File: src/rtl/ovs_defines.svh
`ifndef OVS_DEFINES_SVH
`define OVS_DEFINES_SVH

// Register byte offsets
`define OFF_OVS_CTL 12'h080
`define OFF_RESULT 12'h04C
`define OFF_CONV_CTL 12'h008

// Oversampling control fields
`define OVS_ON_BIT 0
`define OVS_RATIO_LSB 2
`define OVS_RATIO_MSB 4
`define OVS_SHIFT_LSB 5
`define OVS_SHIFT_MSB 8
`define OVS_TPS_BIT 9
`define OVS_CTL_MASK 32'h0000_03FD
`define OVS_CTL_RESET 32'h0000_0000
`define OVS_SHIFT_MAX 4'h8

// Converter control: converter_on in bit 0
`define CONV_ON_BIT 0

`endif

File: src/rtl/ovs_pkg.sv
package ovs_pkg;
	// Oversampling settings as held in the control register
	typedef struct packed {
		logic tps;
		logic [3:0] shift;
		logic [2:0] ratio;
		logic on;
	} ovs_cfg_t;

	// One conversion sample from the converter core
	typedef struct packed {
		logic valid;
		logic [11:0] data;
	} sample_t;
endpackage : ovs_pkg

File: src/rtl/ovs_accum.sv
`timescale 1ns/1ps
`default_nettype none
// Sums samples of one group and delivers the shifted total
module ovs_accum
	import ovs_pkg::*;
(
	// Clock and reset
	input wire logic sys_clk,
	input wire logic nrst,
	// Settings and control
	input wire ovs_pkg::ovs_cfg_t cfg,
	input wire logic clear,
	// Sample in
	input wire ovs_pkg::sample_t smp,
	// Result out
	output logic done,
	output logic [15:0] result
);
	logic [19:0] sum_q, sum_d;
	logic [8:0] cnt_q, cnt_d;
	logic [8:0] ratioCnt;
	logic lastSample;
	logic [19:0] shifted;

	// Group size is two raised to ratio plus one
	assign ratioCnt = 9'h002 << cfg.ratio;
	assign lastSample = smp.valid && (cnt_q + 9'h001 == ratioCnt);
	assign shifted = (sum_q + {8'h00, smp.data}) >> cfg.shift;
	assign sum_d = clear ? 20'h00000 : lastSample ? 20'h00000 :
		smp.valid ? sum_q + {8'h00, smp.data} : sum_q;
	assign cnt_d = clear ? 9'h000 : lastSample ? 9'h000 :
		smp.valid ? cnt_q + 9'h001 : cnt_q;

	// Running sum and sample count
	always_ff @(posedge sys_clk or negedge nrst)
	begin
		if (!nrst)
		begin
			sum_q <= 20'h00000;
			cnt_q <= 9'h000;
		end
		else
		begin
			sum_q <= sum_d;
			cnt_q <= cnt_d;
		end
	end

	// Result only after the final sample; clipped to 16 bits
	assign done = lastSample && !clear;
	assign result = (shifted[19:16] != 4'h0) ? 16'hFFFF : shifted[15:0];
endmodule : ovs_accum
`default_nettype wire

File: src/rtl/adc_oversampling_control.sv
// Operation
// Trigger-per-sample off: whole group after one trigger
// Trigger-per-sample on: one trigger per sample
// Shift field bits 8:5, 0 to 8
// Ratio field bits 4:2, 2x to 256x
// Bit 0 turns oversampling on
// Software changes settings only with converter off
// Result sits in low 16 result bits
// Sum group, shift, update after last sample
//
// The APB interface to the registers is this design's own decision.
`timescale 1ns/1ps
`default_nettype none
`include "ovs_defines.svh"
module adc_oversampling_control
	import ovs_pkg::*;
(
	// Clock and reset
	input wire logic sys_clk,
	input wire logic nrst,
	// APB slave
	input wire logic psel,
	input wire logic penable,
	input wire logic pwrite,
	input wire logic [11:0] paddr,
	input wire logic [31:0] pwdata,
	output logic [31:0] prdata,
	output logic pready,
	output logic pslverr,
	// Trigger in, conversion request out
	input wire logic trigger,
	output logic convStart,
	// Converter core sample
	input wire logic sampleValid,
	input wire logic [11:0] sampleData,
	// Status
	output logic converterOn,
	output logic resultValid
);
	import ovs_pkg::*;

	typedef enum logic [1:0] {IDLE, CONVERT, WAITTRIG} state_t;
	state_t state_q, state_d;

	logic [31:0] ovsCtl_q;
	logic convOn_q;
	logic [15:0] result_q;
	logic resValid_q;
	logic [31:0] prdata_q;
	logic pready_q;
	logic pslverr_q;
	logic convStart_q;
	logic [8:0] remain_q, remain_d;
	ovs_cfg_t cfg;
	sample_t smp;
	logic accDone;
	logic [15:0] accResult;
	logic groupDone;

	// Field view of the control register
	assign cfg.on = ovsCtl_q[`OVS_ON_BIT];
	assign cfg.ratio = ovsCtl_q[`OVS_RATIO_MSB:`OVS_RATIO_LSB];
	assign cfg.shift = ovsCtl_q[`OVS_SHIFT_MSB:`OVS_SHIFT_LSB];
	assign cfg.tps = ovsCtl_q[`OVS_TPS_BIT];
	assign smp.valid = sampleValid && state_q != IDLE;
	assign smp.data = sampleData;

	// APB decode: one wait state so every answer comes from a flop
	logic access;
	logic selCtl, selRes, selConv, selAny;
	logic wrCtl, wrConv;
	logic shiftBad;
	assign access = psel && penable && !pready_q;
	assign selCtl = paddr == `OFF_OVS_CTL;
	assign selRes = paddr == `OFF_RESULT;
	assign selConv = paddr == `OFF_CONV_CTL;
	assign selAny = selCtl || selRes || selConv;
	// Reserved shift codes above eight are refused with an error
	assign shiftBad = pwdata[`OVS_SHIFT_MSB:`OVS_SHIFT_LSB] > `OVS_SHIFT_MAX;
	// Settings writes while the converter runs are dropped
	assign wrCtl = access && pwrite && selCtl && !convOn_q && !shiftBad;
	assign wrConv = access && pwrite && selConv;

	// Bus answer registers
	always_ff @(posedge sys_clk or negedge nrst)
	begin
		if (!nrst)
		begin
			pready_q <= 1'b0;
			pslverr_q <= 1'b0;
			prdata_q <= 32'h0000_0000;
		end
		else
		begin
			pready_q <= access;
			pslverr_q <= access && (!selAny ||
				(pwrite && selRes) ||
				(pwrite && selCtl && (convOn_q || shiftBad)));
			prdata_q <= !access || pwrite ? 32'h0000_0000 :
				selCtl ? ovsCtl_q :
				selRes ? {16'h0000, result_q} :
				selConv ? {31'h0000_0000, convOn_q} : 32'h0000_0000;
		end
	end

	// Control registers
	always_ff @(posedge sys_clk or negedge nrst)
	begin
		if (!nrst)
		begin
			ovsCtl_q <= `OVS_CTL_RESET;
			convOn_q <= 1'b0;
		end
		else
		begin
			if (wrCtl)
				ovsCtl_q <= pwdata & `OVS_CTL_MASK;
			if (wrConv)
				convOn_q <= pwdata[`CONV_ON_BIT];
		end
	end

	// Sample sequencing: how many samples still to take in this group
	logic [8:0] groupSize;
	logic trigEv;
	assign groupSize = cfg.on ? (9'h002 << cfg.ratio) : 9'h001;
	assign trigEv = trigger && convOn_q;
	assign groupDone = smp.valid && remain_q == 9'h001;

	always_comb
	begin
		state_d = state_q;
		remain_d = remain_q;
		unique case (state_q)
			IDLE:
				if (trigEv)
				begin
					state_d = CONVERT;
					remain_d = groupSize;
				end
			CONVERT:
				if (smp.valid)
				begin
					remain_d = remain_q - 9'h001;
					if (groupDone)
						state_d = IDLE;
					else if (cfg.on && cfg.tps)
						state_d = WAITTRIG;
					else
						state_d = CONVERT;
				end
			WAITTRIG:
				if (trigEv)
					state_d = CONVERT;
		endcase
		if (!convOn_q)
			state_d = IDLE;
	end

	// Request a conversion at group start, on a trigger in WAITTRIG, and after each non-final sample when not in trigger-per-sample mode
	logic startNext;
	assign startNext = (state_q == IDLE && trigEv) ||
		(state_q == WAITTRIG && trigEv) ||
		(state_q == CONVERT && smp.valid && !groupDone &&
		!(cfg.on && cfg.tps));

	always_ff @(posedge sys_clk or negedge nrst)
	begin
		if (!nrst)
		begin
			state_q <= IDLE;
			remain_q <= 9'h000;
			convStart_q <= 1'b0;
		end
		else
		begin
			state_q <= state_d;
			remain_q <= remain_d;
			convStart_q <= startNext && convOn_q;
		end
	end

	ovs_accum u_accum (
		.sys_clk(sys_clk),
		.nrst(nrst),
		.cfg(cfg),
		.clear(!convOn_q || state_q == IDLE),
		.smp(smp),
		.done(accDone),
		.result(accResult)
	);

	// Result register: direct sample or shifted sum at group end
	always_ff @(posedge sys_clk or negedge nrst)
	begin
		if (!nrst)
		begin
			result_q <= 16'h0000;
			resValid_q <= 1'b0;
		end
		else
		begin
			resValid_q <= 1'b0;
			if (cfg.on && accDone)
			begin
				result_q <= accResult;
				resValid_q <= 1'b1;
			end
			else if (!cfg.on && groupDone)
			begin
				result_q <= {4'h0, sampleData};
				resValid_q <= 1'b1;
			end
		end
	end

	assign prdata = prdata_q;
	assign pready = pready_q;
	assign pslverr = pslverr_q;
	assign convStart = convStart_q;
	assign converterOn = convOn_q;
	assign resultValid = resValid_q;
endmodule : adc_oversampling_control
`default_nettype wire

File: config.mk
export PLATFORM = sky130hd
export DESIGN_NAME = adc_oversampling_control
export DESIGN_NICKNAME = d
export VERILOG_FILES = /design/src/rtl/ovs_pkg.sv /design/src/rtl/ovs_accum.sv /design/src/rtl/adc_oversampling_control.sv
export VERILOG_INCLUDE_DIRS = /design/src /design/src/rtl
export SDC_FILE = /design/constraint.sdc
export NUM_CORES = 1
export LEC_CHECK = 0
export ABC_AREA = 1
export BUFFER_PORTS_ARGS = -buffer_cell sky130_fd_sc_hd__buf_2
export CORE_ASPECT_RATIO = 0.9
export CORE_MARGIN = 2
export CORE_UTILIZATION = 25
export DETAILED_ROUTE_END_ITERATION = 7
export GPL_TIMING_DRIVEN = 0
export PLACE_DENSITY = 0.49
export SYNTH_ARGS = -nofsm -noshare
export SYNTH_HDL_FRONTEND = slang
export SYNTH_HIERARCHICAL = 1
export SYNTH_SLANG_ARGS = --single-unit
File: constraint.sdc
create_clock -name sys_clk -period 5.59 [get_ports sys_clk]
set_clock_uncertainty 0.15 [all_clocks]
set_input_delay 0.8385 -clock sys_clk [delete_from_list [all_inputs] [get_ports sys_clk]]
set_output_delay 0.8385 -clock sys_clk [all_outputs]
set_load 0.03 [all_outputs]
==> run summary <==
Overall power consumption -> 3080 uW
Cell leakage power -> 0.00411 uW
Critical Path Fanout Max -> 4
Min-delay worst type -> in -> async
Share of the synthesized area in compound gates (AO/OA/AOI/OAI) -> 7.72%
Total number of vias -> 6544
Max-capacitance violation count -> 0
Number of warnings printed during yosys synthesis -> 6
Basic-gate share of the synthesized area counting and, or, nand and nor cells -> 44.1%
Die X -> 176 um
Main combinational cell family by area after synthesis -> simple AND/OR/NAND/NOR gates
Net total in the final layout -> 1167
Xor and xnor fraction of the mapped netlist area -> 1.98%
Post-layout instance area -> 0.00781 mm^2
Kind of critical path -> in -> reg
Setup repair after global routing missed its margin -> no
Aggregate negative setup slack -> 0 ns
Post-CTS setup buffer count -> 0
Number of sinks handled by clock tree synthesis -> 86
Half-perimeter wire length after placement -> 16.3 mm
Clock Tree Buf Depth -> 2
Headroom to the max-slew limit -> 32.5%
Antenna diode count -> 0
Number of failing hold endpoints at the final stage -> 0
Maximum vdd ir drop -> 0.151 mV
H-tree depth -> 3
Antenna-violating nets left -> 0
Clock latency on the worst-skew pair -> 0.35 ns
Post-synth EDFFs -> 0
TritonCTS Buffers -> 9
Largest net degree at the start of global routing -> 62
Total wire length after detailed routing -> 20.5 mm
Die Height -> 159 um
Number of global-route vias before repair -> 6119
Floorplan row count -> 56
Crit share post-route -> 67.0%
Total of endpoints with negative setup slack in the final report -> 0
Clock tree from TritonCTS -> yes
Post-detailed-placement cell area -> 0.00745 mm^2
Drt via density -> 4.54
Worst EP required -> 5.69 ns
Most frequent standard cell in the layout excluding fill and tap cells -> nand2_1
CTS Hold Bufs -> 0
Critical-path cell with the highest stage delay -> fa_1
Final critical delay including setup and external delays -> 3.74 ns
Async set or reset register ratio after synthesis -> 100%
Mean routed wirelength per cell -> 14.2 um
Worst path cell trace -> buf_2 -> ha_1 -> fa_1 -> nand3_1 -> nand3_1 -> nand2_1 -> nand2_1 -> xnor2_1 -> nand2_1 -> o21ai_0 -> nand2_1 -> nand2_1 -> nand2_1 -> nand2_1 -> nand2_1 -> nand2_1 -> nand2_1 -> nand2_1 -> nand2_1 -> nand2_1 -> nand2_1
Max Slew Vio Count -> 0
Final Worst Setup Slack -> 1.85 ns
Overflow left after global routing -> 0
DRC violations left -> 0
Number of distinct library cells after synthesis -> 45
Total GRT Usage -> 15.2%
Leading cell types in the layout, fill and taps excluded -> 365 x nand2_1, 129 x nand3_1, 101 x inv_1, 86 x dfrtp_1, 65 x buf_2
Adder-cell share of the synthesized area -> 3.13%
Nature of the critical path endpoint -> flip-flop
Buffers added on ports -> 60
Post-synthesis average cell area -> 6.63 um^2
Slowest Stage Delay on Critical Path -> 0.50 ns
Count of filler cells inserted in the layout -> 2984
Setup crit start kind -> primary input
Count of routing violations after the opening detailed-route iteration -> 492
Most common flop cell mapped by yosys -> dfrtp_1
Area enclosed by the die boundary -> 0.0279 mm^2
Netlist area before placement -> 0.00663 mm^2
Cell count after synthesis -> 1001
Worst path arrival time -> 3.84 ns
Root buffer cell -> clkbuf_16
Starting Density -> 25.4%
Hold Worst Slack -> 0.254 ns
Fraction of layout cells with a size suffix above 1 -> 16.2%
Area of the core -> 0.0261 mm^2
IO Pins -> 100
GP Congestion -> 0.903
Outcome -> finished, final reports clean
Number of search-and-repair iterations in the first detailed-routing pass -> 5
Transition at the pin with the smallest max-transition slack -> 1.01 ns
Area growth, synth to finish -> 17.8%
Register bit total from synthesis -> 86
DP Worst Slack -> 1.57 ns
Fraction of synthesized area in multiplexers -> 0%
First-pass GRT wire length -> 33.0 mm
Pwr per Cell Area -> 394 mW/mm^2
Number of antenna violations at the first check in global routing -> 0
Clock slew seen by the registers of the worst setup and hold paths -> 0.07 ns
Most repeated library cell on the critical path -> nand2_1
Resize count post-CTS -> 0
Maximum clock frequency -> 0.267 GHz
Seq/Total Area, Yosys -> 32.4%
==> synthesized netlist by cell type (2+ instances only) <==
cell	instances	area [um^2]
buf_6	2	22.5
ha_1	15	188
dfrtp_1	86	2150
o21ai_2	2	17.5
buf_2	6	30.0
o21ai_1	2	10.0
xor2_1	12	105
clkbuf_1	12	45.0
o22ai_1	11	68.8
nor3b_1	7	52.6
nand3_4	2	35.0
nand4_1	18	113
xnor2_1	3	26.3
buf_4	20	150
nor3_1	10	50.1
and2_1	2	12.5
nor2_4	4	45.0
nor2_2	13	81.3
o21ai_0	56	280
nand2_2	28	175
o211ai_1	4	30.0
nand3_2	8	80.1
inv_2	4	15.0
inv_1	101	379
nand3_1	129	646
a21oi_1	18	90.1
nand2_1	365	1370
nor2_1	43	161
buf_1	2	7.51
==> cell type report <==
type	instances	area, um^2	share of cell area, %
repair buffers	61	330	4.23
well taps	348	435	5.58
plain buffers	45	298	3.81
multi-input cells	778	3830	49.1
clock inverters	6	116	1.49
inverters	107	404	5.17
clock buffers	10	239	3.06
flip-flops and latches	86	2150	27.6
==> registers in the layout (all words and copies together) (netlist names) <==
| signal | cells |
|---|---|
| resultValid | 1 |
| pready | 1 |
| result_q | 16 |
| u_accum/sum_q | 20 |
| u_accum/cnt_q | 9 |
| ovsCtl_q | 9 |
| pslverr | 1 |
| convStart | 1 |
| remain_q | 9 |
| converterOn | 1 |
| state_q | 2 |
| prdata | 16 |
==> path summary, 6_finish.rpt <==
| kind | cells past startpoint | from | endpoint | slack [ns] |
|---|---|---|---|---|
| max in group asynchronous | 2 | nrst | result_q[15]$_DFFE_PN0P_ | 4.40 |
| setup / recovery | 21 | sampleData[0] | result_q[0]$_DFFE_PN0P_ | 1.85 |
| hold / removal | 1 | nrst | u_accum/cnt_q[7]$_DFFE_PN0P_ | 0.25 |
| hold reg to reg | 2 | remain_q[6]$_DFFE_PN0P_ | remain_q[6]$_DFFE_PN0P_ | 0.33 |
| min in group sys_clk | 2 | remain_q[6]$_DFFE_PN0P_ | remain_q[6]$_DFFE_PN0P_ | 0.33 |
| setup reg to reg | 20 | u_accum/sum_q[0]$_DFFE_PN0P_ | result_q[0]$_DFFE_PN0P_ | 2.09 |
==> per-layer routing <==
metal / GRT usage, % / wire length (um) / up-vias
li1: - / - / 3371
met1: 22.6 / 10700 / 3034
met2: 23.2 / 8870 / 125
met3: 2.39 / 735 / 14
met4: 3.27 / 207 / 0
met5: 0 / 0 / -
==> report_power, final <==
part	internal, uW	switching, uW
logic	511	965
clock network	453	281
registers	763	107
total	1730	1350
==> per-stage QoR <==
step,cells,utilization [%]
6_report,1441,30.0
3_5_place_dp,1425,28.6
3_3_place_gp,1424,28.5
4_1_cts,1441,30.0
5_1_grt,1441,30.0
2_1_floorplan,1016,-
==> logic make-up after synthesis <==
| logic type | Yosys count |
|---|---|
| adders and majority gates | 16 |
| other | 1 |
| and+or+nand+nor | 636 |
| xor gates and xnor gates | 15 |
| AOI/OAI and AO/OA | 95 |
| buffers and inverters | 152 |
| DFF | 86 |
==> worst max-delay path, delay by kind of cell <==
family          cells  cell delay [ns]
buf+inv             1             0.13
fa+ha+maj           2             0.77
simple gates       16             1.43
compound gates      1             0.23
xor+xnor            1             0.45
No activity file was read; power rests on OpenSTA's default activity.
